`config.mk`:
```
export PLATFORM = sky130hd
export DESIGN_NAME = daf_fir16
export DESIGN_NICKNAME = d
export VERILOG_FILES = /design/src/include/daf_pkg.sv /design/src/verilog/daf_fir16.sv
export SDC_FILE = /design/constraint.sdc
export NUM_CORES = 1
export LEC_CHECK = 0
export ABC_AREA = 1
export ABC_CLOCK_PERIOD_IN_PS = 7300
export BUFFER_PORTS_ARGS = -buffer_cell sky130_fd_sc_hd__buf_2
export CAP_MARGIN = 10
export CORE_UTILIZATION = 27
export DETAILED_ROUTE_END_ITERATION = 8
export HOLD_SLACK_MARGIN = 0.08
export PLACE_DENSITY = 0.49
export SLEW_MARGIN = 5
export SYNTH_ARGS = -nofsm -noshare
export SYNTH_HDL_FRONTEND = slang
export SYNTH_SLANG_ARGS = --single-unit
export TNS_END_PERCENT = 10
```
`constraint.sdc`:
```
create_clock -name ref_clk -period 7.3 [get_ports ref_clk]
set_input_delay 0 -clock ref_clk [delete_from_list [all_inputs] [get_ports ref_clk]]
set_output_delay 0 -clock ref_clk [all_outputs]
set_load 0.1 [all_outputs]
```
`src/include/daf_pkg.sv`:
```
// Shared constants and carrier types for the distributed-arithmetic FIR.
// Assumes a single bit clock running at (data bits + 1) x the sample rate.

package daf_pkg;

	// ----------------------------------------------------------------
	// Geometry
	// ----------------------------------------------------------------
	localparam int DATA_W = 8;
	localparam int COEF_W = 8;
	localparam int TAPS = 16;
	localparam int HALF = TAPS / 2;
	localparam int ROM_IN = 4;
	localparam int CNT_W = 4;
	localparam int ACC_PAD = 4;
	localparam logic [CNT_W-1:0] CNT_FIRST = 4'h0;

	// ----------------------------------------------------------------
	// Default coefficients, C3 (lower word C7) in the top byte down to C0 (lower word C4)
	// ----------------------------------------------------------------
	localparam logic [ROM_IN*COEF_W-1:0] COEF_UP_DEF =
		{8'hfb, 8'h05, 8'hfc, 8'hfe};
	localparam logic [ROM_IN*COEF_W-1:0] COEF_LO_DEF =
		{8'h4e, 8'hee, 8'h03, 8'h03};

	// ----------------------------------------------------------------
	// Tag that travels with each bit-slice down the pipeline
	// ----------------------------------------------------------------
	typedef struct packed {
		logic valid;
		logic uns;
		logic [CNT_W-1:0] slice;
	} daf_tag_t;

	localparam daf_tag_t TAG_IDLE = '0;

endpackage

```
`src/verilog/daf_fir16.sv`:
```
// Sixteen-tap linear-phase FIR filter using distributed arithmetic.
// Assumes the sample source holds sampleIn steady around sampleTake_q and
// that all inputs are synchronous to ref_clk, the bit clock.
// How it works
// - formatUnsigned high means unsigned, low two's-complement
// - Loader captures one sample each sample period
// - Loader shifts sample out one bit per clock
// - Bit clock is data bits plus one times sample rate
// - Skew buffer reads into holding flop, then writes
// - Held bit rewritten to next location, one tap on
// - Upper buffer taps 15:12, lower taps 11:4
// - Upper adder sums taps 3:0 with 15:12 serially
// - Lower adder sums taps 7:4 with 11:8 serially
// - Adder sums address coefficient ROMs, no multiply
// - ROM outputs added; complemented on sign slice
// - Accumulator loaded directly with first slice sum
// - Later slices add to halved previous total
// - Forced carry at adder and accumulator on sign
// - Output register holds result until next one
// - Four-bit counter decodes all control strobes
// - Two 16x8 ROMs hold coefficient subset sums
// - One computation takes nine bit clocks

`timescale 1ns/1ps

module daf_fir16 #(
	parameter int DATA_W = daf_pkg::DATA_W,
	parameter int COEF_W = daf_pkg::COEF_W,
	parameter logic [daf_pkg::ROM_IN*COEF_W-1:0] COEF_UPPER =
		daf_pkg::COEF_UP_DEF,
	parameter logic [daf_pkg::ROM_IN*COEF_W-1:0] COEF_LOWER =
		daf_pkg::COEF_LO_DEF,
	localparam int RES_W = DATA_W + COEF_W + daf_pkg::ACC_PAD
) (
	input wire logic ref_clk,
	input wire logic resetn,
	input wire logic clkEn,
	input wire logic syncClear,
	input wire logic formatUnsigned,
	input wire logic [DATA_W-1:0] sampleIn,
	output logic sampleTake_q,
	output logic [RES_W-1:0] result_q,
	output logic resultValid_q
);

	// ----------------------------------------------------------------
	// Local geometry and elaboration check
	// ----------------------------------------------------------------
	localparam int CNT_W = daf_pkg::CNT_W;
	localparam int TAPS = daf_pkg::TAPS;
	localparam int HALF = daf_pkg::HALF;
	localparam int ROM_IN = daf_pkg::ROM_IN;
	localparam int PP_W = COEF_W + 1;
	localparam logic [CNT_W-1:0] LAST = CNT_W'(DATA_W);
	localparam logic [CNT_W-1:0] FIRST = daf_pkg::CNT_FIRST;

	// Counter must reach DATA_W, the overflow slice, in four bits
	if (DATA_W < 2 || DATA_W >= (1 << CNT_W) || COEF_W < 2) begin : gBad
		$error("daf_fir16: DATA_W or COEF_W out of range");
	end

	// ----------------------------------------------------------------
	// Helpers
	// ----------------------------------------------------------------
	// Subset sum of four coefficients; wraps to the ROM width
	function automatic logic [COEF_W-1:0] romWord(
		input logic [ROM_IN*COEF_W-1:0] coefs,
		input logic [ROM_IN-1:0] addr);
		logic [COEF_W-1:0] acc;
		acc = '0;
		for (int i = 0; i < ROM_IN; i++) begin
			if (addr[i]) begin
				acc = acc + coefs[i*COEF_W +: COEF_W];
			end
		end
		return acc;
	endfunction

	function automatic logic [PP_W-1:0] extWord(
		input logic [COEF_W-1:0] v);
		return {v[COEF_W-1], v};
	endfunction

	// ----------------------------------------------------------------
	// Sequencing counter
	// ----------------------------------------------------------------
	logic [CNT_W-1:0] cnt_q, cnt_d;
	logic loadStrobe;

	always_comb begin
		cnt_d = (cnt_q == LAST) ? FIRST : cnt_q + 1'b1;
		loadStrobe = (cnt_q == LAST);
	end

	always_ff @(posedge ref_clk or negedge resetn) begin
		if (!resetn) begin
			cnt_q <= FIRST;
			sampleTake_q <= 1'b0;
		end else if (clkEn) begin
			if (syncClear) begin
				cnt_q <= FIRST;
				sampleTake_q <= 1'b0;
			end else begin
				cnt_q <= cnt_d;
				sampleTake_q <= (cnt_d == LAST);
			end
		end
	end

	// ----------------------------------------------------------------
	// Parallel-to-serial loader
	// ----------------------------------------------------------------
	// Ninth bit is the overflow slice: sign copy or zero
	// Format rules a whole window: mixing formats within 16 taps is inexact
	logic [DATA_W:0] shreg_q;
	logic loadUns_q, loaded_q;

	always_ff @(posedge ref_clk or negedge resetn) begin
		if (!resetn) begin
			shreg_q <= '0;
			loadUns_q <= 1'b0;
			loaded_q <= 1'b0;
		end else if (clkEn) begin
			if (syncClear) begin
				loaded_q <= 1'b0;
			end else if (loadStrobe) begin
				shreg_q <= {~formatUnsigned & sampleIn[DATA_W-1],
					sampleIn};
				loadUns_q <= formatUnsigned;
				loaded_q <= 1'b1;
			end else begin
				shreg_q <= {shreg_q[DATA_W], shreg_q[DATA_W:1]};
			end
		end
	end

	// ----------------------------------------------------------------
	// Time-skew buffer
	// ----------------------------------------------------------------
	// Words 15:12 form the upper buffer, 11:4 the lower one, so
	// mirror taps leave the buffers in the same bit cycle.
	// Cleared at reset so early results carry no unknowns.
	logic [DATA_W:0] skewMem [1:TAPS-1];
	logic [TAPS-1:0] tapHold_q;
	daf_pkg::daf_tag_t tagHold_q;

	always_ff @(posedge ref_clk or negedge resetn) begin
		if (!resetn) begin
			for (int k = 1; k < TAPS; k++) begin
				skewMem[k] <= '0;
			end
			tapHold_q <= '0;
			tagHold_q <= daf_pkg::TAG_IDLE;
		end else if (clkEn) begin
			tapHold_q[0] <= shreg_q[0];
			for (int k = 1; k < TAPS; k++) begin
				tapHold_q[k] <= skewMem[k][cnt_q];
			end
			skewMem[1][cnt_q] <= shreg_q[0];
			for (int k = 2; k < TAPS; k++) begin
				skewMem[k][cnt_q] <= skewMem[k-1][cnt_q];
			end
			if (syncClear) begin
				tagHold_q <= daf_pkg::TAG_IDLE;
			end else begin
				tagHold_q <= '{valid: loaded_q, uns: loadUns_q,
					slice: cnt_q};
			end
		end
	end

	// ----------------------------------------------------------------
	// Serial pair adders
	// ----------------------------------------------------------------
	// Bits 3:0 go to the upper ROM, bits 7:4 to the lower ROM
	logic [HALF-1:0] pairSum_q, carry_q;
	daf_pkg::daf_tag_t tagSum_q;

	always_ff @(posedge ref_clk or negedge resetn) begin
		if (!resetn) begin
			pairSum_q <= '0;
			carry_q <= '0;
			tagSum_q <= daf_pkg::TAG_IDLE;
		end else if (clkEn) begin
			if (syncClear) begin
				pairSum_q <= '0;
				carry_q <= '0;
				tagSum_q <= daf_pkg::TAG_IDLE;
			end else begin
				for (int p = 0; p < HALF; p++) begin
					// Carry restarts on the first slice of a sample
					{carry_q[p], pairSum_q[p]} <=
						2'(tapHold_q[p]) + 2'(tapHold_q[TAPS-1-p]) +
						2'((tagHold_q.slice != FIRST) & carry_q[p]);
				end
				tagSum_q <= tagHold_q;
			end
		end
	end

	// ----------------------------------------------------------------
	// Coefficient ROMs
	// ----------------------------------------------------------------
	logic [COEF_W-1:0] romUpper_q, romLower_q;
	daf_pkg::daf_tag_t tagRom_q;

	always_ff @(posedge ref_clk or negedge resetn) begin
		if (!resetn) begin
			romUpper_q <= '0;
			romLower_q <= '0;
			tagRom_q <= daf_pkg::TAG_IDLE;
		end else if (clkEn) begin
			romUpper_q <= romWord(COEF_UPPER,
				pairSum_q[ROM_IN-1:0]);
			romLower_q <= romWord(COEF_LOWER,
				pairSum_q[HALF-1:ROM_IN]);
			tagRom_q <= syncClear ? daf_pkg::TAG_IDLE : tagSum_q;
		end
	end

	// ----------------------------------------------------------------
	// Partial-product adder
	// ----------------------------------------------------------------
	logic [PP_W-1:0] romUExt, romLExt, ppSum_q;
	logic romSign;
	daf_pkg::daf_tag_t tagPp_q;

	always_comb begin
		romUExt = extWord(romUpper_q);
		romLExt = extWord(romLower_q);
		romSign = (tagRom_q.slice == LAST) && !tagRom_q.uns;
	end

	always_ff @(posedge ref_clk or negedge resetn) begin
		if (!resetn) begin
			ppSum_q <= '0;
			tagPp_q <= daf_pkg::TAG_IDLE;
		end else if (clkEn) begin
			if (romSign) begin
				ppSum_q <= PP_W'(~romUExt + ~romLExt + 1'b1);
			end else begin
				ppSum_q <= PP_W'(romUExt + romLExt);
			end
			tagPp_q <= syncClear ? daf_pkg::TAG_IDLE : tagRom_q;
		end
	end

	// ----------------------------------------------------------------
	// Scaling accumulator and output register
	// ----------------------------------------------------------------
	// Slices enter at weight 2^DATA_W and halve each step, so the
	// first slice reaches weight one with no low bits dropped.
	logic signed [RES_W-1:0] acc_q, accTerm, accNext;
	logic accSign;

	always_comb begin
		accSign = (tagPp_q.slice == LAST) && !tagPp_q.uns;
		accTerm = (RES_W'($signed(ppSum_q)) +
			RES_W'(accSign)) <<< DATA_W;
		if (tagPp_q.slice == FIRST) begin
			accNext = accTerm;
		end else begin
			accNext = (acc_q >>> 1) + accTerm;
		end
	end

	always_ff @(posedge ref_clk or negedge resetn) begin
		if (!resetn) begin
			acc_q <= '0;
			result_q <= '0;
			resultValid_q <= 1'b0;
		end else if (clkEn) begin
			if (syncClear) begin
				acc_q <= '0;
				result_q <= '0;
				resultValid_q <= 1'b0;
			end else begin
				acc_q <= accNext;
				resultValid_q <= tagPp_q.valid &&
					(tagPp_q.slice == LAST);
				if (tagPp_q.valid && tagPp_q.slice == LAST) begin
					result_q <= accNext;
				end
			end
		end
	end
endmodule

```
==> impl_results.md <==
* Fill cells at 5,242
* Post-synth top area cell: dfrtp_1
* Worst Setup End Kind: flip-flop
* Period utilization at 0.485
* Lkg Pwr at 7.21 nW
* Wire per inst at 14.8 um
* Number of global-route vias before repair at 10,175
* Syn_nets at 1,608
* Actual slew at the worst max-slew pin at 1180 ps
* Largest net degree at the start of global routing at 159
* Post-synth top area share at 0.500
* Max Clk Rate at 0.282 GHz
* WS Path Type: reg -> reg
* Post-DP Area at 14,400 sq um
* DRT Pass-1 Iters at 5
* Clk buf depth at 3
* Final nets at 1,618
* Ys async rst share at 1.00
* CTS tree: done
* Top FF cell, synth: dfrtp_1
* Max layer used: met4
* IO Count at 35
* Initial antenna violation count at 0
* CP max stage cell: inv_2
* WP data arrival at 4000 ps
* Final hold viol count at 0
* Clock Skew at 21.7 ps
* Ys Warns at 0
* Crit-path cells: buf_4, inv_2, buf_4, ha_1, nand2_1, inv_1, nand2_1, o21ai_0
* Vias at 10,237
* Full die area at 51,400 sq um
* Unique masters post-synth at 47
* Wl on met1 at 16.1 mm
* Worst Hold Class: in -> async
* RSZ-0062 raised after global routing: false
* Cell with the most instances after synthesis: nand2_1
* Sequential fraction of the synthesis area at 0.500
* DRC viols at 0
* Delay-heaviest family, CP: buffers and inverters
* Violation count after the first detailed-routing iteration at 676
* Finished layout cell area at 15,500 sq um
* Buf+Inv Stages, Crit Path at 4
* Post-Route WL at 33.0 mm
* Die Wd at 227 um
* Mapped Area at 13,600 sq um
* Fraction of layout cells with a size suffix above 1 at 0.138
* Core area at 49,400 sq um
* Synth Area per Inst at 8.83 sq um
* GRT Total Usage at 0.133
* N_diodes at 0
* Outcome: finished clean
* H-tree depth at 1
* First-pass GRT wire length at 54.8 mm
* Initial core utilization at 0.276
* Die Ht at 227 um
* Max-Cap Viols at 0
* Synth Instances at 1,543
* HPWL Detailed at 21.2 mm
* Clock Sinks at 272
* Seq cells post-synth at 272
* Setup Viol. Count Final at 0
* Crit-path max cell delay at 830 ps
* Cts bufs inserted at 29
* Final setup TNS at 0 ps
* Final Core Density at 0.313
* Synth cell count leaders: nand2_1, dfrtp_1, inv_1
* Port Buffers at 34
* # resized after CTS at 0
* CP required at 7760 ps
* Post-synth EDFFs at 0
* Worst relative slew slack at 0.209
* Via/cell ratio at 4.58
* Placer Congestion at 0.813
* Row count at 81
* Fin. max-slew vios at 0
* Period minus WS final at 3540 ps
* P per Cell Area at 372 nW/um^2
* Area growth from synthesis to layout at 13.5%
* Detailed route wirelength on metal2 at 15.1 mm
* Clock-pin transition on the worst setup and hold timing paths at 60 ps
* Routed Antenna Nets at 0
* Critical Path Start Type: flip-flop
* Grt total ovfl at 0
* VDD IR max at 0.192 mV
* Latest clock arrival within the worst-skew pair at 570 ps
* Root buffer cell: clkbuf_16
* Largest cells by area after synthesis: dfrtp_1, nand2_1, o21ai_2
* Metal3 WL at 1.14 mm
* Worst Path Max Fanout at 64
## cells by family after synthesis
| logic type | Yosys count | share of synthesized area |
|---|---|---|
| AO/OA/AOI/OAI | 393 | 0.191 |
| XOR/XNOR | 12 | 0.00771 |
| adder cells (fa/ha/maj) | 52 | 0.0544 |
| buffers and inverters | 213 | 0.0623 |
| flip-flops | 272 | 0.500 |
| AND/OR/NAND/NOR | 601 | 0.185 |
## timing repair
action | CTS | global route
hold endpoints to repair | 145 | 0
hold buffers | 14 | 0
setup buffers | 0 | 0
## path summary, 6_finish.rpt
check	endpoint	from	cells past startpoint	slack, ps
min in group ref_clk	shreg_q[0]	sampleIn[0]	4	220
hold reg to reg	skewMem[103]	skewMem[103]	2	470
hold / removal	romLower_q[7]	resetn	2	90
setup / recovery	skewMem[130]	cnt_q[0]	8	3760
max in group asynchronous	skewMem[2]	resetn	3	5750
setup reg to reg	skewMem[130]	cnt_q[0]	8	3760
## state kept, by name, indices dropped and copies added (netlist names), 9 cells and up
signal	flops
tapHold_q	16
result_q	20
shreg_q	9
ppSum_q	9
acc_q	19
skewMem	135
## final cells by class
type / count / area, sq um / area share
clock buffers: 42 / 815 / 0.0527
clock inverters: 8 / 93.8 / 0.00607
inverters: 131 / 492 / 0.0318
multi-input cells: 1058 / 5970 / 0.386
flip-flops and latches: 272 / 6810 / 0.440
well taps: 664 / 831 / 0.0537
repair buffers: 61 / 450 / 0.0291
## routing by layer
layer / GRT usage / vias to the layer above
met3: 0.0201 / 46
met2: 0.216 / 129
met5: 0 / -
met1: 0.184 / 4908
li1: - / 5154
met4: 0.0301 / 0
## cells in the final DEF (no fill, tap or decap), types with 5 or more instances in the layout
cell type / instances
dfrtp_1: 271
nand4_1: 5
o21ai_2: 69
a21oi_1: 29
nand2_2: 8
buf_2: 33
o22ai_1: 27
nand3_1: 66
o2111ai_2: 7
nor2_1: 90
o211ai_1: 17
or2_2: 13
clkbuf_1: 9
dlygate4sd3_1: 14
ha_1: 40
o21a_1: 5
xnor2_1: 7
clkinv_2: 5
o221ai_2: 14
o221ai_1: 6
nand2_4: 7
inv_1: 126
buf_4: 11
nand2_1: 398
o21ai_0: 109
fa_1: 12
xor2_1: 5
o2111ai_1: 7
o21ai_1: 94
clkbuf_16: 29
## stage by stage
| stage | hold slack, ps | instances | power [mW] | setup WS (ps) |
|---|---|---|---|---|
| detailed placement | 173 | 2171 | 4.35 | 3760 |
| CTS | 175 | 2235 | 5.83 | 3750 |
| global route | 177 | 2236 | 6.22 | 3450 |
| finish | 92.8 | 2236 | 5.75 | 3760 |
| global placement | 165 | 2171 | 4.32 | 3820 |
| floorplan | -296 | 1543 | 3.79 | 4620 |
## where the power goes
group          leakage [nW]  total (mW)  switching [mW]  internal (mW)
Clock                 0.449        1.44           0.598          0.837
Combinational          3.21        2.06            1.35          0.704
Sequential             3.55        2.26           0.288           1.97
## worst register-to-register path, stage by stage (launching register included)
cell and delay [ps]:
dfrtp_2 380, buf_4 310, inv_2 860, buf_4 440, ha_1 250, nand2_1 60
inv_1 90, nand2_1 620, o21ai_0 420
Power figures use the tool's default switching activity.
